## config.mk

```make
export PLATFORM = sky130hd
export DESIGN_NAME = acc_axis_regs
export DESIGN_NICKNAME = d
export VERILOG_FILES = /design/src/logic/acc_pkg.sv /design/src/logic/acc_axis_regs.sv
export SDC_FILE = /design/constraint.sdc
export NUM_CORES = 1
export LEC_CHECK = 0
export BUFFER_PORTS_ARGS = -buffer_cell sky130_fd_sc_hd__buf_4
export CAP_MARGIN = 20
export CORE_MARGIN = 10
export CORE_UTILIZATION = 45
export CTS_CLUSTER_SIZE = 14
export DETAILED_ROUTE_END_ITERATION = 8
export RECOVER_POWER = 25
export SYNTH_ARGS = -nofsm -noshare
export SYNTH_HDL_FRONTEND = slang
export SYNTH_SLANG_ARGS = --single-unit
```

## constraint.sdc

```tcl
create_clock -name pclk -period 10.89 [get_ports pclk]
set_clock_uncertainty 0.1 [all_clocks]
set_input_delay 2.178 -clock pclk [delete_from_list [all_inputs] [get_ports pclk]]
set_output_delay 2.178 -clock pclk [all_outputs]
set_load 0.005 [all_outputs]
```

## src/logic/acc_pkg.sv

```systemverilog
// Purpose: constants, types and register map of one axis counter/compare block
// Assumes: APB slave, 32-bit data, 8-bit byte address, one clock pclk
// Notes:   Function list below; the logic is in acc_axis_regs.sv
//
// Function
// - vibration reduction on only if both times nonzero
// - rise time is bits 0-15, 32-tick unit
// - fall time is bits 16-31, 32-tick unit
// - command counter counts command pulses, 28-bit signed
// - mechanical counter source: command, encoder or pulsar
// - deflection counter counts difference of two sources
// - general counter: command, encoder, pulsar or clock/2
// - sign-extension bits ignore writes, read as sign
// - unused bits ignore writes and read zero
// - comparators 1-4 each hold signed compare data
// - comparator 5 data queued in a second stage
// - event raises interrupt only when enabled
// - enable bits 0-3: stop, next, prereg, queue
// - enable bits 4-7: accel and decel edges
// - enable bits 8-12: comparators 1 to 5 met
// - enable bits 13-15: clear, latch, origin latch
// - enable bits 16-18: slowdown, direction change, start
// - latch register captures command counter on trigger
// - two-bit select picks the latch trigger

`default_nettype none

package acc_pkg;

  // ********************************************************************
  // register map
  // ********************************************************************
  localparam int unsigned ADDR_W      = 8;
  localparam logic [7:0]  OFF_VIB     = 8'h00;
  localparam logic [7:0]  OFF_CNT_CMD = 8'h04;
  localparam logic [7:0]  OFF_CNT_MEC = 8'h08;
  localparam logic [7:0]  OFF_CNT_DEF = 8'h0c;
  localparam logic [7:0]  OFF_CNT_GEN = 8'h10;
  localparam logic [7:0]  OFF_CMP1    = 8'h14;
  localparam logic [7:0]  OFF_CMP5    = 8'h24;
  localparam logic [7:0]  OFF_IRQ_EN  = 8'h28;
  localparam logic [7:0]  OFF_LATCH   = 8'h2c;
  localparam logic [7:0]  OFF_CTRL    = 8'h30;

  // ********************************************************************
  // fields, widths and reset values
  // ********************************************************************
  localparam int unsigned POS_W        = 28;
  localparam int unsigned DEF_W        = 16;
  localparam int unsigned VIB_W        = 16;
  localparam int unsigned VIB_RT_LSB   = 0;
  localparam int unsigned VIB_FT_LSB   = 16;
  localparam int unsigned IRQ_W        = 19;
  localparam int unsigned NUM_CMP      = 5;
  localparam int unsigned CTRL_MEC_LSB = 0;
  localparam int unsigned CTRL_DEF_LSB = 2;
  localparam int unsigned CTRL_GEN_LSB = 4;
  localparam int unsigned CTRL_LTS_LSB = 6;
  localparam int unsigned CTRL_LTCMD   = 8;
  localparam logic [31:0] RST_VIB      = 32'h0000_0000;
  localparam logic [18:0] RST_IRQ_EN   = 19'h0_0000;
  localparam logic [27:0] RST_POS      = 28'h000_0000;
  localparam logic [15:0] RST_DEF      = 16'h0000;
  localparam logic [4:0]  VIB_UNIT_MAX = 5'h1f;  // 32 reference ticks per unit

  // event bit positions in the enable register
  localparam int unsigned EV_STOP   = 0;
  localparam int unsigned EV_NEXT   = 1;
  localparam int unsigned EV_PREREG = 2;
  localparam int unsigned EV_QUEUE5 = 3;
  localparam int unsigned EV_ACC_B  = 4;
  localparam int unsigned EV_ACC_F  = 5;
  localparam int unsigned EV_DEC_B  = 6;
  localparam int unsigned EV_DEC_F  = 7;
  localparam int unsigned EV_CMP1   = 8;
  localparam int unsigned EV_CLEAR  = 13;
  localparam int unsigned EV_LATCH  = 14;
  localparam int unsigned EV_ORIGIN = 15;
  localparam int unsigned EV_SLOW   = 16;
  localparam int unsigned EV_DIR    = 17;
  localparam int unsigned EV_START  = 18;

  // ********************************************************************
  // types
  // ********************************************************************
  typedef enum logic [1:0] {
    ACC_SRC_CMD  = 2'h0,
    ACC_SRC_ENC  = 2'h1,
    ACC_SRC_PUL  = 2'h2,
    ACC_SRC_HALF = 2'h3
  } acc_src_t;

  typedef enum logic [1:0] {
    ACC_LT_LATCH  = 2'h0,
    ACC_LT_ORIGIN = 2'h1,
    ACC_LT_CMP4   = 2'h2,
    ACC_LT_CMP5   = 2'h3
  } acc_lt_sel_t;

  typedef enum logic [1:0] {
    ACC_VIB_IDLE = 2'h0,
    ACC_VIB_RISE = 2'h1,
    ACC_VIB_FALL = 2'h3
  } acc_vib_state_t;

  typedef struct packed {
    logic encoder_a;
    logic encoder_b;
    logic pulsar_a;
    logic pulsar_b;
    logic latch_input;
    logic origin_input;
    logic count_clear_input;
    logic slowdown_input;
    logic dir_plus;
    logic dir_minus;
    logic shared_start_input;
  } acc_pins_t;

  typedef struct packed {
    logic normal_stop;
    logic next_start;
    logic prereg_write;
    logic accel_begin;
    logic accel_finish;
    logic decel_begin;
    logic decel_finish;
  } acc_motion_t;

endpackage

`default_nettype wire

```

## src/logic/acc_axis_regs.sv

```systemverilog
// Purpose: axis counters, comparators, latch, event enables, vibration timing
// Assumes: APB slave on pclk; pins are asynchronous, motion strobes are on pclk
// Notes:   APB answers in the second access cycle; outputs are all registered

`default_nettype none

module acc_axis_regs (
  // clock and reset
  input  wire logic                       pclk,
  input  wire logic                       presetn,
  // apb slave
  input  wire logic                       psel,
  input  wire logic                       penable,
  input  wire logic                       pwrite,
  input  wire logic [7:0]                 paddr,
  input  wire logic [31:0]                pwdata,
  output logic                            pready,
  output logic [31:0]                     prdata,
  output logic                            pslverr,
  // pulse generator side
  input  wire logic                       cmd_pulse,
  input  wire logic                       cmd_dir_neg,
  input  wire acc_pkg::acc_motion_t       motion_events,
  // external pins
  input  wire acc_pkg::acc_pins_t         pins_async,
  // outputs
  output logic                            event_irq,
  output logic [18:0]                     event_cause,
  output logic                            vib_enabled,
  output acc_pkg::acc_vib_state_t         vib_window,
  output logic [4:0]                      cmp_met_out
);

  // ********************************************************************
  // helpers
  // ********************************************************************
  // 4x quadrature decode; 2'b01 is +1, 2'b11 is -1
  function automatic logic [1:0] quad_step(input logic [1:0] prev, input logic [1:0] cur);
    logic [3:0] tr;
    tr = {prev, cur};
    unique case (tr)
      4'h1, 4'h7, 4'he, 4'h8: quad_step = 2'b01;
      4'h2, 4'hb, 4'hd, 4'h4: quad_step = 2'b11;
      default:                quad_step = 2'b00;
    endcase
  endfunction

  function automatic logic [27:0] ext_pos(input logic [1:0] s);
    ext_pos = {{26{s[1]}}, s};
  endfunction

  function automatic logic [15:0] ext_def(input logic [1:0] s);
    ext_def = {{14{s[1]}}, s};
  endfunction

  function automatic logic [31:0] sext_pos(input logic [27:0] v);
    sext_pos = {{4{v[27]}}, v};
  endfunction

  // ********************************************************************
  // apb handshake
  // ********************************************************************
  logic        pready_q;
  logic [31:0] prdata_q;
  logic        pslverr_q;
  logic        acc_first;
  logic        wr_en;
  logic        mapped;
  logic [31:0] rd_mux;

  assign acc_first = psel & penable & ~pready_q;
  assign wr_en     = psel & penable & pready_q & pwrite;
  assign mapped    = (paddr[1:0] == 2'h0) && (paddr <= acc_pkg::OFF_CTRL);

  always_ff @(posedge pclk or negedge presetn)
  begin
    if (!presetn)
    begin
      pready_q  <= 1'b0;
      prdata_q  <= 32'h0000_0000;
      pslverr_q <= 1'b0;
    end
    else
    begin
      pready_q  <= acc_first;
      pslverr_q <= acc_first & ~mapped;
      if (acc_first)
        prdata_q <= pwrite ? 32'h0000_0000 : rd_mux;
    end
  end

  assign pready  = pready_q;
  assign prdata  = prdata_q;
  assign pslverr = pslverr_q;

  // ********************************************************************
  // pin synchronisers and edges
  // ********************************************************************
  acc_pkg::acc_pins_t sync1_q;
  acc_pkg::acc_pins_t sync2_q;
  acc_pkg::acc_pins_t sync3_q;

  always_ff @(posedge pclk or negedge presetn)
  begin
    if (!presetn)
    begin
      sync1_q <= '0;
      sync2_q <= '0;
      sync3_q <= '0;
    end
    else
    begin
      sync1_q <= pins_async;
      sync2_q <= sync1_q;
      sync3_q <= sync2_q;
    end
  end

  logic       ltc_rise;
  logic       org_rise;
  logic       clr_rise;
  logic       sd_rise;
  logic       dir_chg;
  logic       sta_rise;
  logic [1:0] cmd_step;
  logic [1:0] enc_step;
  logic [1:0] pul_step;

  assign ltc_rise = sync2_q.latch_input & ~sync3_q.latch_input;
  assign org_rise = sync2_q.origin_input & ~sync3_q.origin_input;
  assign clr_rise = sync2_q.count_clear_input & ~sync3_q.count_clear_input;
  assign sd_rise  = sync2_q.slowdown_input & ~sync3_q.slowdown_input;
  assign sta_rise = sync2_q.shared_start_input & ~sync3_q.shared_start_input;
  assign dir_chg  = (sync2_q.dir_plus ^ sync3_q.dir_plus) | (sync2_q.dir_minus ^ sync3_q.dir_minus);
  assign cmd_step = cmd_pulse ? (cmd_dir_neg ? 2'b11 : 2'b01) : 2'b00;
  assign enc_step = quad_step({sync3_q.encoder_a, sync3_q.encoder_b}, {sync2_q.encoder_a, sync2_q.encoder_b});
  assign pul_step = quad_step({sync3_q.pulsar_a, sync3_q.pulsar_b}, {sync2_q.pulsar_a, sync2_q.pulsar_b});

  // ********************************************************************
  // control and configuration registers
  // ********************************************************************
  logic [31:0] vib_q;
  logic [18:0] irq_en_q;
  acc_pkg::acc_src_t    mec_src_q;
  acc_pkg::acc_src_t    def_src_q;
  acc_pkg::acc_src_t    gen_src_q;
  acc_pkg::acc_lt_sel_t lt_sel_q;
  logic        latch_cmd;

  always_ff @(posedge pclk or negedge presetn)
  begin
    if (!presetn)
    begin
      vib_q     <= acc_pkg::RST_VIB;
      irq_en_q  <= acc_pkg::RST_IRQ_EN;
      mec_src_q <= acc_pkg::ACC_SRC_CMD;
      def_src_q <= acc_pkg::ACC_SRC_CMD;
      gen_src_q <= acc_pkg::ACC_SRC_CMD;
      lt_sel_q  <= acc_pkg::ACC_LT_LATCH;
    end
    else if (wr_en)
    begin
      if (paddr == acc_pkg::OFF_VIB)
        vib_q <= pwdata;
      if (paddr == acc_pkg::OFF_IRQ_EN)
        irq_en_q <= pwdata[18:0];
      if (paddr == acc_pkg::OFF_CTRL)
      begin
        mec_src_q <= acc_pkg::acc_src_t'(pwdata[acc_pkg::CTRL_MEC_LSB +: 2]);
        def_src_q <= acc_pkg::acc_src_t'(pwdata[acc_pkg::CTRL_DEF_LSB +: 2]);
        gen_src_q <= acc_pkg::acc_src_t'(pwdata[acc_pkg::CTRL_GEN_LSB +: 2]);
        lt_sel_q  <= acc_pkg::acc_lt_sel_t'(pwdata[acc_pkg::CTRL_LTS_LSB +: 2]);
      end
    end
  end

  assign latch_cmd = wr_en && (paddr == acc_pkg::OFF_CTRL) && pwdata[acc_pkg::CTRL_LTCMD];

  // ********************************************************************
  // counters
  // ********************************************************************
  logic [27:0] cnt_cmd_q;
  logic [27:0] cnt_mec_q;
  logic [15:0] cnt_def_q;
  logic [27:0] cnt_gen_q;
  logic        half_q;
  logic [1:0]  mec_step;
  logic [1:0]  gen_step;
  logic [15:0] def_delta;

  always_comb
  begin
    unique case (mec_src_q)
      acc_pkg::ACC_SRC_ENC: mec_step = enc_step;
      acc_pkg::ACC_SRC_PUL: mec_step = pul_step;
      default:              mec_step = cmd_step;
    endcase
    unique case (gen_src_q)
      acc_pkg::ACC_SRC_ENC:  gen_step = enc_step;
      acc_pkg::ACC_SRC_PUL:  gen_step = pul_step;
      acc_pkg::ACC_SRC_HALF: gen_step = {1'b0, half_q};
      default:               gen_step = cmd_step;
    endcase
    unique case (def_src_q)
      acc_pkg::ACC_SRC_ENC: def_delta = ext_def(cmd_step) - ext_def(pul_step);
      acc_pkg::ACC_SRC_PUL: def_delta = ext_def(enc_step) - ext_def(pul_step);
      default:              def_delta = ext_def(cmd_step) - ext_def(enc_step);
    endcase
  end

  // a register write beats a clear input, which beats counting
  always_ff @(posedge pclk or negedge presetn)
  begin
    if (!presetn)
    begin
      cnt_cmd_q <= acc_pkg::RST_POS;
      cnt_mec_q <= acc_pkg::RST_POS;
      cnt_def_q <= acc_pkg::RST_DEF;
      cnt_gen_q <= acc_pkg::RST_POS;
      half_q    <= 1'b0;
    end
    else
    begin
      half_q <= ~half_q;
      if (wr_en && paddr == acc_pkg::OFF_CNT_CMD)
        cnt_cmd_q <= pwdata[27:0];
      else if (clr_rise)
        cnt_cmd_q <= acc_pkg::RST_POS;
      else
        cnt_cmd_q <= cnt_cmd_q + ext_pos(cmd_step);
      if (wr_en && paddr == acc_pkg::OFF_CNT_MEC)
        cnt_mec_q <= pwdata[27:0];
      else if (clr_rise)
        cnt_mec_q <= acc_pkg::RST_POS;
      else
        cnt_mec_q <= cnt_mec_q + ext_pos(mec_step);
      if (wr_en && paddr == acc_pkg::OFF_CNT_DEF)
        cnt_def_q <= pwdata[15:0];
      else if (clr_rise)
        cnt_def_q <= acc_pkg::RST_DEF;
      else
        cnt_def_q <= cnt_def_q + def_delta;
      if (wr_en && paddr == acc_pkg::OFF_CNT_GEN)
        cnt_gen_q <= pwdata[27:0];
      else if (clr_rise)
        cnt_gen_q <= acc_pkg::RST_POS;
      else
        cnt_gen_q <= cnt_gen_q + ext_pos(gen_step);
    end
  end

  // ********************************************************************
  // comparators
  // ********************************************************************
  logic [27:0] cmp_q [acc_pkg::NUM_CMP];
  logic [27:0] queue5_q;
  logic        queue5_full_q;
  logic        armed5_q;
  logic [4:0]  eq_now;
  logic [4:0]  eq_q;
  logic [4:0]  cmp_met;
  logic        queue5_wr;

  assign queue5_wr = wr_en && (paddr == acc_pkg::OFF_CMP5);

  always_comb
  begin
    for (int i = 0; i < acc_pkg::NUM_CMP; i++)
      eq_now[i] = (cnt_cmd_q == cmp_q[i]);
    cmp_met = eq_now & ~eq_q & {armed5_q, 4'hf};
  end

  always_ff @(posedge pclk or negedge presetn)
  begin
    if (!presetn)
    begin
      for (int i = 0; i < acc_pkg::NUM_CMP; i++)
        cmp_q[i] <= acc_pkg::RST_POS;
      eq_q          <= 5'h00;
      queue5_q      <= acc_pkg::RST_POS;
      queue5_full_q <= 1'b0;
      armed5_q      <= 1'b0;
    end
    else
    begin
      eq_q <= eq_now;
      for (int i = 0; i < acc_pkg::NUM_CMP - 1; i++)
        if (wr_en && paddr == acc_pkg::OFF_CMP1 + 8'(4 * i))
          cmp_q[i] <= pwdata[27:0];
      // queued value moves up once the active one is consumed
      if (queue5_wr)
      begin
        queue5_q      <= pwdata[27:0];
        queue5_full_q <= 1'b1;
      end
      else if (queue5_full_q && (!armed5_q || cmp_met[4]))
        queue5_full_q <= 1'b0;
      if (!queue5_wr && queue5_full_q && (!armed5_q || cmp_met[4]))
      begin
        cmp_q[4] <= queue5_q;
        armed5_q <= 1'b1;
      end
      else if (cmp_met[4])
        armed5_q <= 1'b0;
    end
  end

  // ********************************************************************
  // latch of the command position counter
  // ********************************************************************
  logic [27:0] latch_q;
  logic        lt_trig;

  always_comb
  begin
    unique case (lt_sel_q)
      acc_pkg::ACC_LT_ORIGIN: lt_trig = org_rise;
      acc_pkg::ACC_LT_CMP4:   lt_trig = cmp_met[3];
      acc_pkg::ACC_LT_CMP5:   lt_trig = cmp_met[4];
      default:                lt_trig = ltc_rise;
    endcase
  end

  always_ff @(posedge pclk or negedge presetn)
  begin
    if (!presetn)
      latch_q <= acc_pkg::RST_POS;
    else if (lt_trig || latch_cmd)
      latch_q <= cnt_cmd_q;
  end

  // ********************************************************************
  // events
  // ********************************************************************
  logic [18:0] ev;
  logic        irq_q;
  logic [18:0] cause_q;

  always_comb
  begin
    ev                   = 19'h0_0000;
    ev[acc_pkg::EV_STOP]   = motion_events.normal_stop;
    ev[acc_pkg::EV_NEXT]   = motion_events.next_start;
    ev[acc_pkg::EV_PREREG] = motion_events.prereg_write;
    ev[acc_pkg::EV_QUEUE5] = queue5_wr;
    ev[acc_pkg::EV_ACC_B]  = motion_events.accel_begin;
    ev[acc_pkg::EV_ACC_F]  = motion_events.accel_finish;
    ev[acc_pkg::EV_DEC_B]  = motion_events.decel_begin;
    ev[acc_pkg::EV_DEC_F]  = motion_events.decel_finish;
    ev[acc_pkg::EV_CMP1 +: 5] = cmp_met;
    ev[acc_pkg::EV_CLEAR]  = clr_rise;
    ev[acc_pkg::EV_LATCH]  = ltc_rise && lt_sel_q == acc_pkg::ACC_LT_LATCH;
    ev[acc_pkg::EV_ORIGIN] = org_rise && lt_sel_q == acc_pkg::ACC_LT_ORIGIN;
    ev[acc_pkg::EV_SLOW]   = sd_rise;
    ev[acc_pkg::EV_DIR]    = dir_chg;
    ev[acc_pkg::EV_START]  = sta_rise;
  end

  always_ff @(posedge pclk or negedge presetn)
  begin
    if (!presetn)
    begin
      irq_q   <= 1'b0;
      cause_q <= 19'h0_0000;
    end
    else
    begin
      cause_q <= ev & irq_en_q;
      irq_q   <= |(ev & irq_en_q);
    end
  end

  assign event_irq   = irq_q;
  assign event_cause = cause_q;

  // ********************************************************************
  // vibration reduction windows
  // ********************************************************************
  logic [15:0] rise_window_time;
  logic [15:0] fall_window_time;
  logic        vib_on;
  logic        vib_on_q;
  logic [4:0]  presc_q;
  logic [15:0] units_q;
  logic        unit_tick;
  acc_pkg::acc_vib_state_t vib_st_q;

  assign rise_window_time = vib_q[acc_pkg::VIB_RT_LSB +: acc_pkg::VIB_W];
  assign fall_window_time = vib_q[acc_pkg::VIB_FT_LSB +: acc_pkg::VIB_W];
  assign vib_on           = (rise_window_time != 16'h0000) && (fall_window_time != 16'h0000);
  assign unit_tick        = (presc_q == acc_pkg::VIB_UNIT_MAX);

  always_ff @(posedge pclk or negedge presetn)
  begin
    if (!presetn)
    begin
      vib_st_q <= acc_pkg::ACC_VIB_IDLE;
      presc_q  <= 5'h00;
      units_q  <= 16'h0000;
      vib_on_q <= 1'b0;
    end
    else
    begin
      vib_on_q <= vib_on;
      presc_q  <= presc_q + 5'h01;
      if (!vib_on)
        vib_st_q <= acc_pkg::ACC_VIB_IDLE;
      else
      begin
        unique case (vib_st_q)
          acc_pkg::ACC_VIB_IDLE:
            if (cmd_pulse)
            begin
              vib_st_q <= acc_pkg::ACC_VIB_RISE;
              units_q  <= rise_window_time;
              presc_q  <= 5'h00;
            end
          acc_pkg::ACC_VIB_RISE:
            if (unit_tick)
            begin
              if (units_q == 16'h0001)
              begin
                vib_st_q <= acc_pkg::ACC_VIB_FALL;
                units_q  <= fall_window_time;
              end
              else
                units_q <= units_q - 16'h0001;
            end
          acc_pkg::ACC_VIB_FALL:
            if (unit_tick)
            begin
              if (units_q == 16'h0001)
                vib_st_q <= acc_pkg::ACC_VIB_IDLE;
              else
                units_q <= units_q - 16'h0001;
            end
          default:
            vib_st_q <= acc_pkg::ACC_VIB_IDLE;
        endcase
      end
    end
  end

  assign vib_enabled = vib_on_q;
  assign vib_window  = vib_st_q;

  logic [4:0] met_q;

  always_ff @(posedge pclk or negedge presetn)
  begin
    if (!presetn)
      met_q <= 5'h00;
    else
      met_q <= cmp_met;
  end

  assign cmp_met_out = met_q;

  // ********************************************************************
  // read mux
  // ********************************************************************
  always_comb
  begin
    rd_mux = 32'h0000_0000;
    unique case (paddr)
      acc_pkg::OFF_VIB:     rd_mux = vib_q;
      acc_pkg::OFF_CNT_CMD: rd_mux = sext_pos(cnt_cmd_q);
      acc_pkg::OFF_CNT_MEC: rd_mux = sext_pos(cnt_mec_q);
      acc_pkg::OFF_CNT_DEF: rd_mux = {{16{cnt_def_q[15]}}, cnt_def_q};
      acc_pkg::OFF_CNT_GEN: rd_mux = sext_pos(cnt_gen_q);
      8'h14:                rd_mux = sext_pos(cmp_q[0]);
      8'h18:                rd_mux = sext_pos(cmp_q[1]);
      8'h1c:                rd_mux = sext_pos(cmp_q[2]);
      8'h20:                rd_mux = sext_pos(cmp_q[3]);
      acc_pkg::OFF_CMP5:    rd_mux = sext_pos(cmp_q[4]);
      acc_pkg::OFF_IRQ_EN:  rd_mux = {13'h0000, irq_en_q};
      acc_pkg::OFF_LATCH:   rd_mux = sext_pos(latch_q);
      acc_pkg::OFF_CTRL:    rd_mux = {23'h00_0000, 1'b0, lt_sel_q, gen_src_q, def_src_q, mec_src_q};
      default:              rd_mux = 32'h0000_0000;
    endcase
  end

endmodule

`default_nettype wire

```

-- After elaboration in Yosys (flattened, before gate mapping)
Memory sizes are Yosys's and may differ from the RTL's.
Index checks and enable logic that the tools add are counted.
Widths: inputs -> output; s select.
- bits in registers: 479
- bits in read-only memories: 64
- output and inout bits: 62
- logic and storage cells: 214
- memories kept: 2
- add/subtract/negate cells: 9
- $lt $le $gt $ge: 1
- equal/unequal tests: 40
- mux-type cells: 36
- bitwise operators: 25
- reduce and logical (&&, ||, !) cells: 37
- memory list (name ; words ; bits a word ; rd ports ; clocked after Yosys merged registers in ; write ports ; RTL line ; RTL):
    (name not given) ; 16 ; 2 ; 1 ; 0 ; 0 ; acc_axis_regs.sv:41 ; unique case (tr)
    (name not given) ; 16 ; 2 ; 1 ; 0 ; 0 ; acc_axis_regs.sv:41 ;
- operators by type and width (cell ; number):
    $pmux 32 s13 ; 1
    $mux 28 ; 6
    $eq 28x28->1 ; 5
    $mux 16 ; 7
    $add 28x28->28 ; 3
    $pmux 16 s3 ; 1
    $eq 8x6->1 const B ; 5
    $eq 8x5->1 const B ; 4
    $mux 32 ; 1
    $pmux 16 s2 ; 1
    $reduce_bool 16->1 ; 2
    $and 19x19->19 ; 1
    $reduce_or 19->1 ; 1
    $logic_and 1x1->1 ; 18
    $add 16x16->16 ; 1
    $eq 16x1->1 const B ; 1
    $eq 8x4->1 const B ; 2
    $mux 2 ; 8
    $sub 16x1->16 const B ; 1
    $mux 5 ; 3
    $ne 3x3->1 const B ; 5
    $eq 2x2->1 const B ; 7
    $pmux 2 s3 ; 2
    $and 1x1->1 ; 10
    other kinds (24) ; 52

-- Longest topological paths before layout
Gate-level depths: netlist (run 1).
- word-level depth: 8
- mapped depth: 20
- gate-level depth less buffers: 20

-- Least setup slack after synthesis (run 1)
No wires, ideal clock.
- path type: input port to flip-flop
- start point: input port cmd_pulse
- end point: register cnt_gen_q[24]
- setup time: 0.121 ns
- data arrival time: 6.389 ns
- required time: 10.669 ns
- slack: 4.280 ns
- stages on the path: 15
- path through: nand2_1 -> nor2_1 -> a21oi_1 -> o21ai_0 -> inv_1 -> fa_1 -> nor2b_1 -> o2111ai_1 -> and4b_1 -> a31oi_1 -> a221oi_1 -> nor3_1 -> a21oi_1 -> xnor2_1 -> a22o_1
- word-level cells in the longest chain between the ends: 5
- ends and longest elaborated chain (what ; RTL line ; RTL):
    from (decl) ; acc_axis_regs.sv:21 ; input wire logic cmd_pulse,
    $mux 2 ; acc_axis_regs.sv:135 ; assign cmd_step = cmd_pulse ? (cmd_dir_neg ? 2'b11 : 2'b01) : 2'b00;
    $pmux 2 s3 ; acc_axis_regs.sv:198 ; unique case (gen_src_q)
    $add 28x28->28 ; acc_axis_regs.sv:248 ; cnt_gen_q <= cnt_gen_q + ext_pos(gen_step);
    $mux 28 ; acc_axis_regs.sv:245 ; else if (clr_rise)
    $mux 28 ; acc_axis_regs.sv:243 ; if (wr_en && paddr == acc_pkg::OFF_CNT_GEN)
    to (signal assigned) ; acc_axis_regs.sv:244 ; cnt_gen_q <= pwdata[27:0];
    to (signal assigned) ; acc_axis_regs.sv:246 ; cnt_gen_q <= acc_pkg::RST_POS;
    to (signal assigned) ; acc_axis_regs.sv:248 ;
    to (decl) ; acc_axis_regs.sv:185 ; logic [27:0] cnt_gen_q;
No other way between the ends.
A chain may end at the register's enable or synchronous reset.

==> metrics, run 1 <==
post-CTS resize count 0; fmax 136 MHz; Final Max Tran Viols 139; static power due to leakage 14.5 nW; wire length of the first global-routing pass approximately 160000 µm; Post-Synthesis Net Count 2780; vias in the first global route ~22000; number of buffer and inverter stages on the critical path 3; number of vias after detailed routing 22400; Post-synth top flop sky130_fd_sc_hd__dfrtp_1; DRC marker count from the first detailed-route iteration 2566; total gr overflow 0; Die Height 265 µm; result of the run finished, violations left; overall routed net length 107000 µm; antenna violations before repair 2; maximum fanout count along the critical path 102; Worst-Margin Slew 5.83 ns; antenna-violating nets left 0; most repeated library cell on the critical path sky130_fd_sc_hd__buf_4; worst path cell trace clkbuf_1, buf_4, buf_4; worst-case vdd ir drop ~0.00019 V; number of iterations in the first detailed-routing pass 6; share of final-layout standard cells stronger than drive strength 1 19.8%; per-cell routed wire length 30.8 µm; area share of the largest cell type after synthesis 44.4%; Initial Utilization 45.5%; Hold-fix buffers, CTS 0; Port-buffer cells between 100 and 150; clock tree from TritonCTS built; # placed instances about 3400; max-cap violation count 2; antenna diode instance count 0; sequential fraction of the synthesis area between 40% and 50%; area growth from synthesis to layout 13.6%; Die X 265 µm; number of fill cells roughly 5400; worst-case register-to-register setup slack 5.82 ns; post-synth top area cell sky130_fd_sc_hd__dfrtp_1; top cells by area, synth sky130_fd_sc_hd__dfrtp_1 44%, sky130_fd_sc_hd__mux2_2 9.7%, sky130_fd_sc_hd__ha_1 5.3%; worst-path cell with the longest stage delay sky130_fd_sc_hd__clkbuf_1; Cells after Synth 2594; launch instance of the worst min-delay path sync1_q[4]; total I/O pin count 127; peak per-stage delay on the critical path 3.99 ns; post-CTS setup buffers 0; number of sinks driven by the clock tree 479; number of rows in the core area 89; H-Tree Level Count 2; number of instances on the worst hold path 0; mean area per synthesized cell 10.4 µm²; routed vias/inst 6.42; worst r2r path cells 16; most common library cells after synthesis 479 x sky130_fd_sc_hd__dfrtp_1, 233 x sky130_fd_sc_hd__mux2_2, 232 x sky130_fd_sc_hd__nand2_1; Post-Syn Area ~27000 µm²; Yosys warning count 0; TritonCTS Buffers 52; Largest delay share family, worst path buffers and inverters; failing checks capacitance limit, slew limit; count of nets after finishing 2852; Setup Crit Path Kind input port to asynchronous set/reset pin; detailed-route DRC error count 0; cell count along the critical path 3; data arrival time of the worst path about 8.0 ns; post-route clock period utilization 67.6%; min cycle time layout about 7.4 ns; DIE AREA 70100 µm²; RSZ-0062 raised after global routing false; count of flip-flops with a built-in enable after synthesis 0; root buffer cell sky130_fd_sc_hd__clkbuf_16; worst reg2reg path startpoint sync2_q[9]; Final setup violation count 0; share of flip-flops with an asynchronous set or reset 100%; kind of start point of the critical path input port; GRT Resource Usage Total 29.9%; number of endpoints with negative hold slack in the final report 0; relative slew slack -289%; register bit total from synthesis 479; Total Power 6.47 mW; nature of the critical path endpoint asynchronous set/reset pin; footprint of the flip-flops and latches 12000 µm²; power per standard cell area 211 nW/µm²; detailed placement HPWL 78700 µm; R2R Path End cnt_mec_q[24]; number of distinct library cells after synthesis 75; Worst-Skew Late Latency 0.64 ns; deepest clock path buffer count 3; Core ar. 59200 µm²; required time of the critical path ~12 ns; Min-Delay Path Class flop to flop; area of combinational cells with multiple inputs 14200 µm²; gpl congestion 0.992; Setup TNS 0 ns; clock transition at the registers of the reported paths about 0.05 ns; largest net degree at the start of global routing between 100 and 150; cell with the most instances after synthesis sky130_fd_sc_hd__dfrtp_1; Hold Path End sync2_q[4]; Final Non-Filler Cells 3483
[layout make-up]
type | instances | area share [%]
multi-input combinational | 1898 | 46.3
sequential | 479 | 39.1
clock buffer | 69 | 4.81
timing repair buffer | 188 | 4.60
tap | 773 | 3.16
clock inverter | 29 | 1.49
inverter | 47 | 0.576
[state kept, by name (all words and copies together) (netlist names), 11 cells and up]
name / cells
units_q: 16
event_cause: 19
cnt_gen_q: 28
prdata: 32
sync2_q: 11
latch_q: 28
queue5_q: 28
cnt_mec_q: 28
irq_en_q: 19
vib_q: 32
cnt_def_q: 16
cnt_cmd_q: 28
cmp_q: 140
sync1_q: 11
sync3_q: 11
[metal layers]
layer	GRT usage (%)	vias to the layer above	share of wire, %
met2	46.5	1033	45
li1	-	9643	-
met4	13.1	2	4.6
met3	4.90	209	8.0
met1	40.5	11500	42
met5	0	-	0.0084
[layout by cell type, fill, tap and decap left out, types with 17 or more instances in the layout]
master and n:
sky130_fd_sc_hd__dfrtp_1 479, sky130_fd_sc_hd__mux2_2 233, sky130_fd_sc_hd__nand2_1 232, sky130_fd_sc_hd__buf_4 169, sky130_fd_sc_hd__a21oi_1 133, sky130_fd_sc_hd__nor2_1 129
sky130_fd_sc_hd__o21ai_0 125, sky130_fd_sc_hd__xor2_1 120, sky130_fd_sc_hd__xnor2_1 116, sky130_fd_sc_hd__ha_1 115, sky130_fd_sc_hd__a22o_1 98, sky130_fd_sc_hd__a22oi_1 53
sky130_fd_sc_hd__clkbuf_16 52, sky130_fd_sc_hd__inv_1 47, sky130_fd_sc_hd__nor4_1 40, sky130_fd_sc_hd__nand3_1 38, sky130_fd_sc_hd__nand4_1 34, sky130_fd_sc_hd__nor3_1 34
sky130_fd_sc_hd__mux2i_1 29, sky130_fd_sc_hd__nor2b_1 26, sky130_fd_sc_hd__a21o_1 26, sky130_fd_sc_hd__a221oi_1 23, sky130_fd_sc_hd__a31oi_1 22, sky130_fd_sc_hd__a222oi_1 21
sky130_fd_sc_hd__a211oi_1 19, sky130_fd_sc_hd__nand2b_1 17
[how the worst max path moves through the flow]
stage	startpoint	to	slack (ns)
floorplan	cmd_pulse	cnt_gen_q[24]	4.28
global placement	paddr[2]	cmp_q[24]	4.61
detailed placement	paddr[2]	cnt_cmd_q[26]	4.60
CTS	paddr[2]	cnt_cmd_q[26]	5.25
global route	presetn	cnt_cmd_q[10]	2.55
finish	presetn	cnt_cmd_q[14]	3.53
[logic make-up after synthesis]
| kind of cell | share of synthesized area (%) |
|---|---|
| xor+xnor | 7.66 |
| simple gates | 11.3 |
| compound gates | 16.3 |
| fa+ha+maj | 5.78 |
| mux | 11.3 |
| flops | 44.4 |
| buf+inv | 3.29 |
[stage by stage]
stage | setup slack, ns | hold WS, ns | area, µm² | utilization [%]
3_5_place_dp | 4.60 | 0.236 | 28700 | 48.5
5_1_grt | 2.55 | 0.252 | 30700 | 51.7
3_3_place_gp | 4.61 | 0.233 | 28700 | 48.5
4_1_cts | 5.25 | 0.247 | 30700 | 51.8
6_report | 3.53 | 0.244 | 30700 | 51.7
2_1_floorplan | 4.28 | 0.231 | 27000 | -
[power by group]
part	internal [mW]	switching [mW]
sequential	2.02	0.439
combinational	0.859	1.15
clock	1.20	0.807
(Power assumes the default switching activity.)
==> run 2: changes to the inputs <==
clock period = 6.09 ns   (was 10.89 ns; I/O delays follow)
==> metrics, run 2 (same netlist as run 1, synthesis figures left out) <==
result of the run finished, violations left; failing checks capacitance limit, slew limit; Min-Delay Path Class flop to flop; highest-utilization routing layer at the global route stage met2; met2 track demand over resource 44.7% (-1.8 points); min cycle time layout 4.87 ns; total I/O pin count 127 (unchanged); wire length of the first global-routing pass 151000 µm (-3.0%); share of final-layout standard cells stronger than drive strength 1 19.8% (+0.059 points); post-CTS setup buffers 0 (unchanged); area growth from synthesis to layout 13.6% (about the same); Worst-Skew Late Latency 0.63 ns (about the same); fmax 205 MHz; number of flip-flops under the largest register name 140 (unchanged); count of nets after finishing 2857 (+0.18%); Initial Utilization 45.5% (unchanged); post-detailed-placement cell area 28800 µm² (+0.23%); most frequent cells in the layout 479 x sky130_fd_sc_hd__dfrtp_1, 233 x sky130_fd_sc_hd__mux2_2, 232 x sky130_fd_sc_hd__nand2_1; Setup TNS 0 ns (unchanged); Worst-Margin Slew 4.31 ns (-1.52 ns); DRC marker count from the first detailed-route iteration 2507 (-2.3%); per-cell routed wire length 29.7 µm (-3.7%); worst slack, placed 0.889 ns (-3.71 ns); DIE AREA 70100 µm² (unchanged); Setup Crit Path Kind flop to flop; post-route clock period utilization 80.0%; beginning of the critical path sync2_q[9]; Die X 265 µm (unchanged); power per standard cell area 371 nW/µm² (+76%); Final setup violation count 0 (unchanged); overall routed net length 103000 µm (-3.6%); number of iterations in the first detailed-routing pass 6 (unchanged); setup slack after layout 1.22 ns (-2.31 ns); relative slew slack -187% (+100 points); clock transition at the registers of the reported paths 0.06 ns (about the same); deepest clock path buffer count 3 (unchanged); number of endpoints with negative hold slack in the final report 0 (unchanged); TritonCTS Buffers 54 (+3.8%); static power due to leakage 14.5 nW (+0.11%); final core utilization 51.7% (about the same); vias in the first global route 21800 (-1.3%); Final Max Tran Viols 143 (+2.9%); detailed-route DRC error count 0 (unchanged); routed vias/inst 6.38 (-0.55%); number of rows in the core area 89 (unchanged); worst reg2reg path startpoint sync2_q[9]; Die Height 265 µm (unchanged); met3 Track Usage GR 5.77% (+0.87 points); data arrival time of the worst path 5.26 ns (-2.72 ns); max-cap violation count 3 (+1); leading cell type in the layout, fill and taps excluded sky130_fd_sc_hd__dfrtp_1; largest net degree at the start of global routing 147 (+4.3%); root buffer cell sky130_fd_sc_hd__clkbuf_16; required time of the critical path 6.48 ns (-5.02 ns); antenna violations before repair 3 (+1); Final Non-Filler Cells 3485 (+0.057%); Hold-fix buffers, CTS 0 (unchanged); hold slack final 0.245 ns (+0.00102 ns); H-Tree Level Count 2 (unchanged); antenna-violating nets left 0 (unchanged); RSZ-0062 raised after global routing false; total gr overflow 0 (unchanged); number of vias after detailed routing 22200 (-0.50%); kind of start point of the critical path flop; cell area after layout 30700 µm² (about the same); number of sinks driven by the clock tree 479 (unchanged); maximum fanout count along the critical path 21 (-79%); detailed placement HPWL 76200 µm (-3.2%); register with the most flip-flops cmp_q; gpl congestion 0.997 (+0.58%); met1 usage in global routing 38.6% (-1.9 points); post-CTS resize count 0 (unchanged); clock tree from TritonCTS built; nature of the critical path endpoint flop; # placed instances 3387 (+0.089%); Total Power 11.4 mW (+76%); antenna diode instance count 0 (unchanged); launch instance of the worst min-delay path sync1_q[7]; Core ar. 59200 µm² (unchanged); worst-case vdd ir drop 0.000210 V (+11%); GRT Resource Usage Total 28.8% (-1.1 points); Port-buffer cells 126 (unchanged)
## run 2: cell types whose count changed in the layout (fill, tap and decap cells not counted), sizes merged
cell,change
buf,+5
bufinv,-3
inv,-3
clkinv,+1
clkinvlp,+1
dlymetal6s4s,+1
## run 2: final cells by class
cell class / count / area, µm²
Fill cell: 5365 / 28600
Timing Repair Buffer: 191 / 1490
Clock inverter: 25 / 335
Tap cell: 773 / 967
Inverter: 47 / 176
Clock buffer: 72 / 1500
Sequential cell: 479 / 12000
Multi-Input combinational cell: 1898 / 14200
## run 2: power breakdown
| group | leakage, nW | switching [mW] | internal, mW |
|---|---|---|---|
| Clock | 0.890 | 1.42 | 2.02 |
| Sequential | 6.38 | 0.809 | 3.61 |
| Combinational | 7.27 | 1.99 | 1.52 |
| Total | 14.5 | 4.21 | 7.15 |
## run 2: critical path, stage by stage (launching register included)
cell,delay [ns]
sky130_fd_sc_hd__dfrtp_1,0.39
sky130_fd_sc_hd__inv_1,0.08
sky130_fd_sc_hd__ha_1,0.21
sky130_fd_sc_hd__mux4_2,0.52
sky130_fd_sc_hd__a221oi_1,0.38
sky130_fd_sc_hd__a21oi_2,0.16
sky130_fd_sc_hd__buf_4,0.26
sky130_fd_sc_hd__ha_1,0.38
sky130_fd_sc_hd__a2111o_1,0.42
sky130_fd_sc_hd__o2111ai_1,0.34
sky130_fd_sc_hd__o211ai_1,0.21
sky130_fd_sc_hd__a41o_1,0.30
sky130_fd_sc_hd__o41ai_1,0.44
sky130_fd_sc_hd__o21ai_0,0.19
sky130_fd_sc_hd__xor2_1,0.17
sky130_fd_sc_hd__a22o_1,0.20
## run 2: path summary, 6_finish.rpt
kind,to,cells past startpoint,slack (ns)
setup reg to reg,cnt_mec_q[24],15,1.22
setup / recovery,cnt_mec_q[24],15,1.22
hold reg to reg,sync2_q[7],0,0.25
max in group asynchronous,cnt_mec_q[3],1,1.32
min in group asynchronous,sync3_q[1],1,2.12
hold / removal,sync2_q[7],0,0.25
## run 2: routing by layer
metal  part of all wire, %  routed length [µm]
met5                     0                   0
met4                   4.9                5080
met3                   8.9                9250
met2                    45               46200
met1                    41               42800
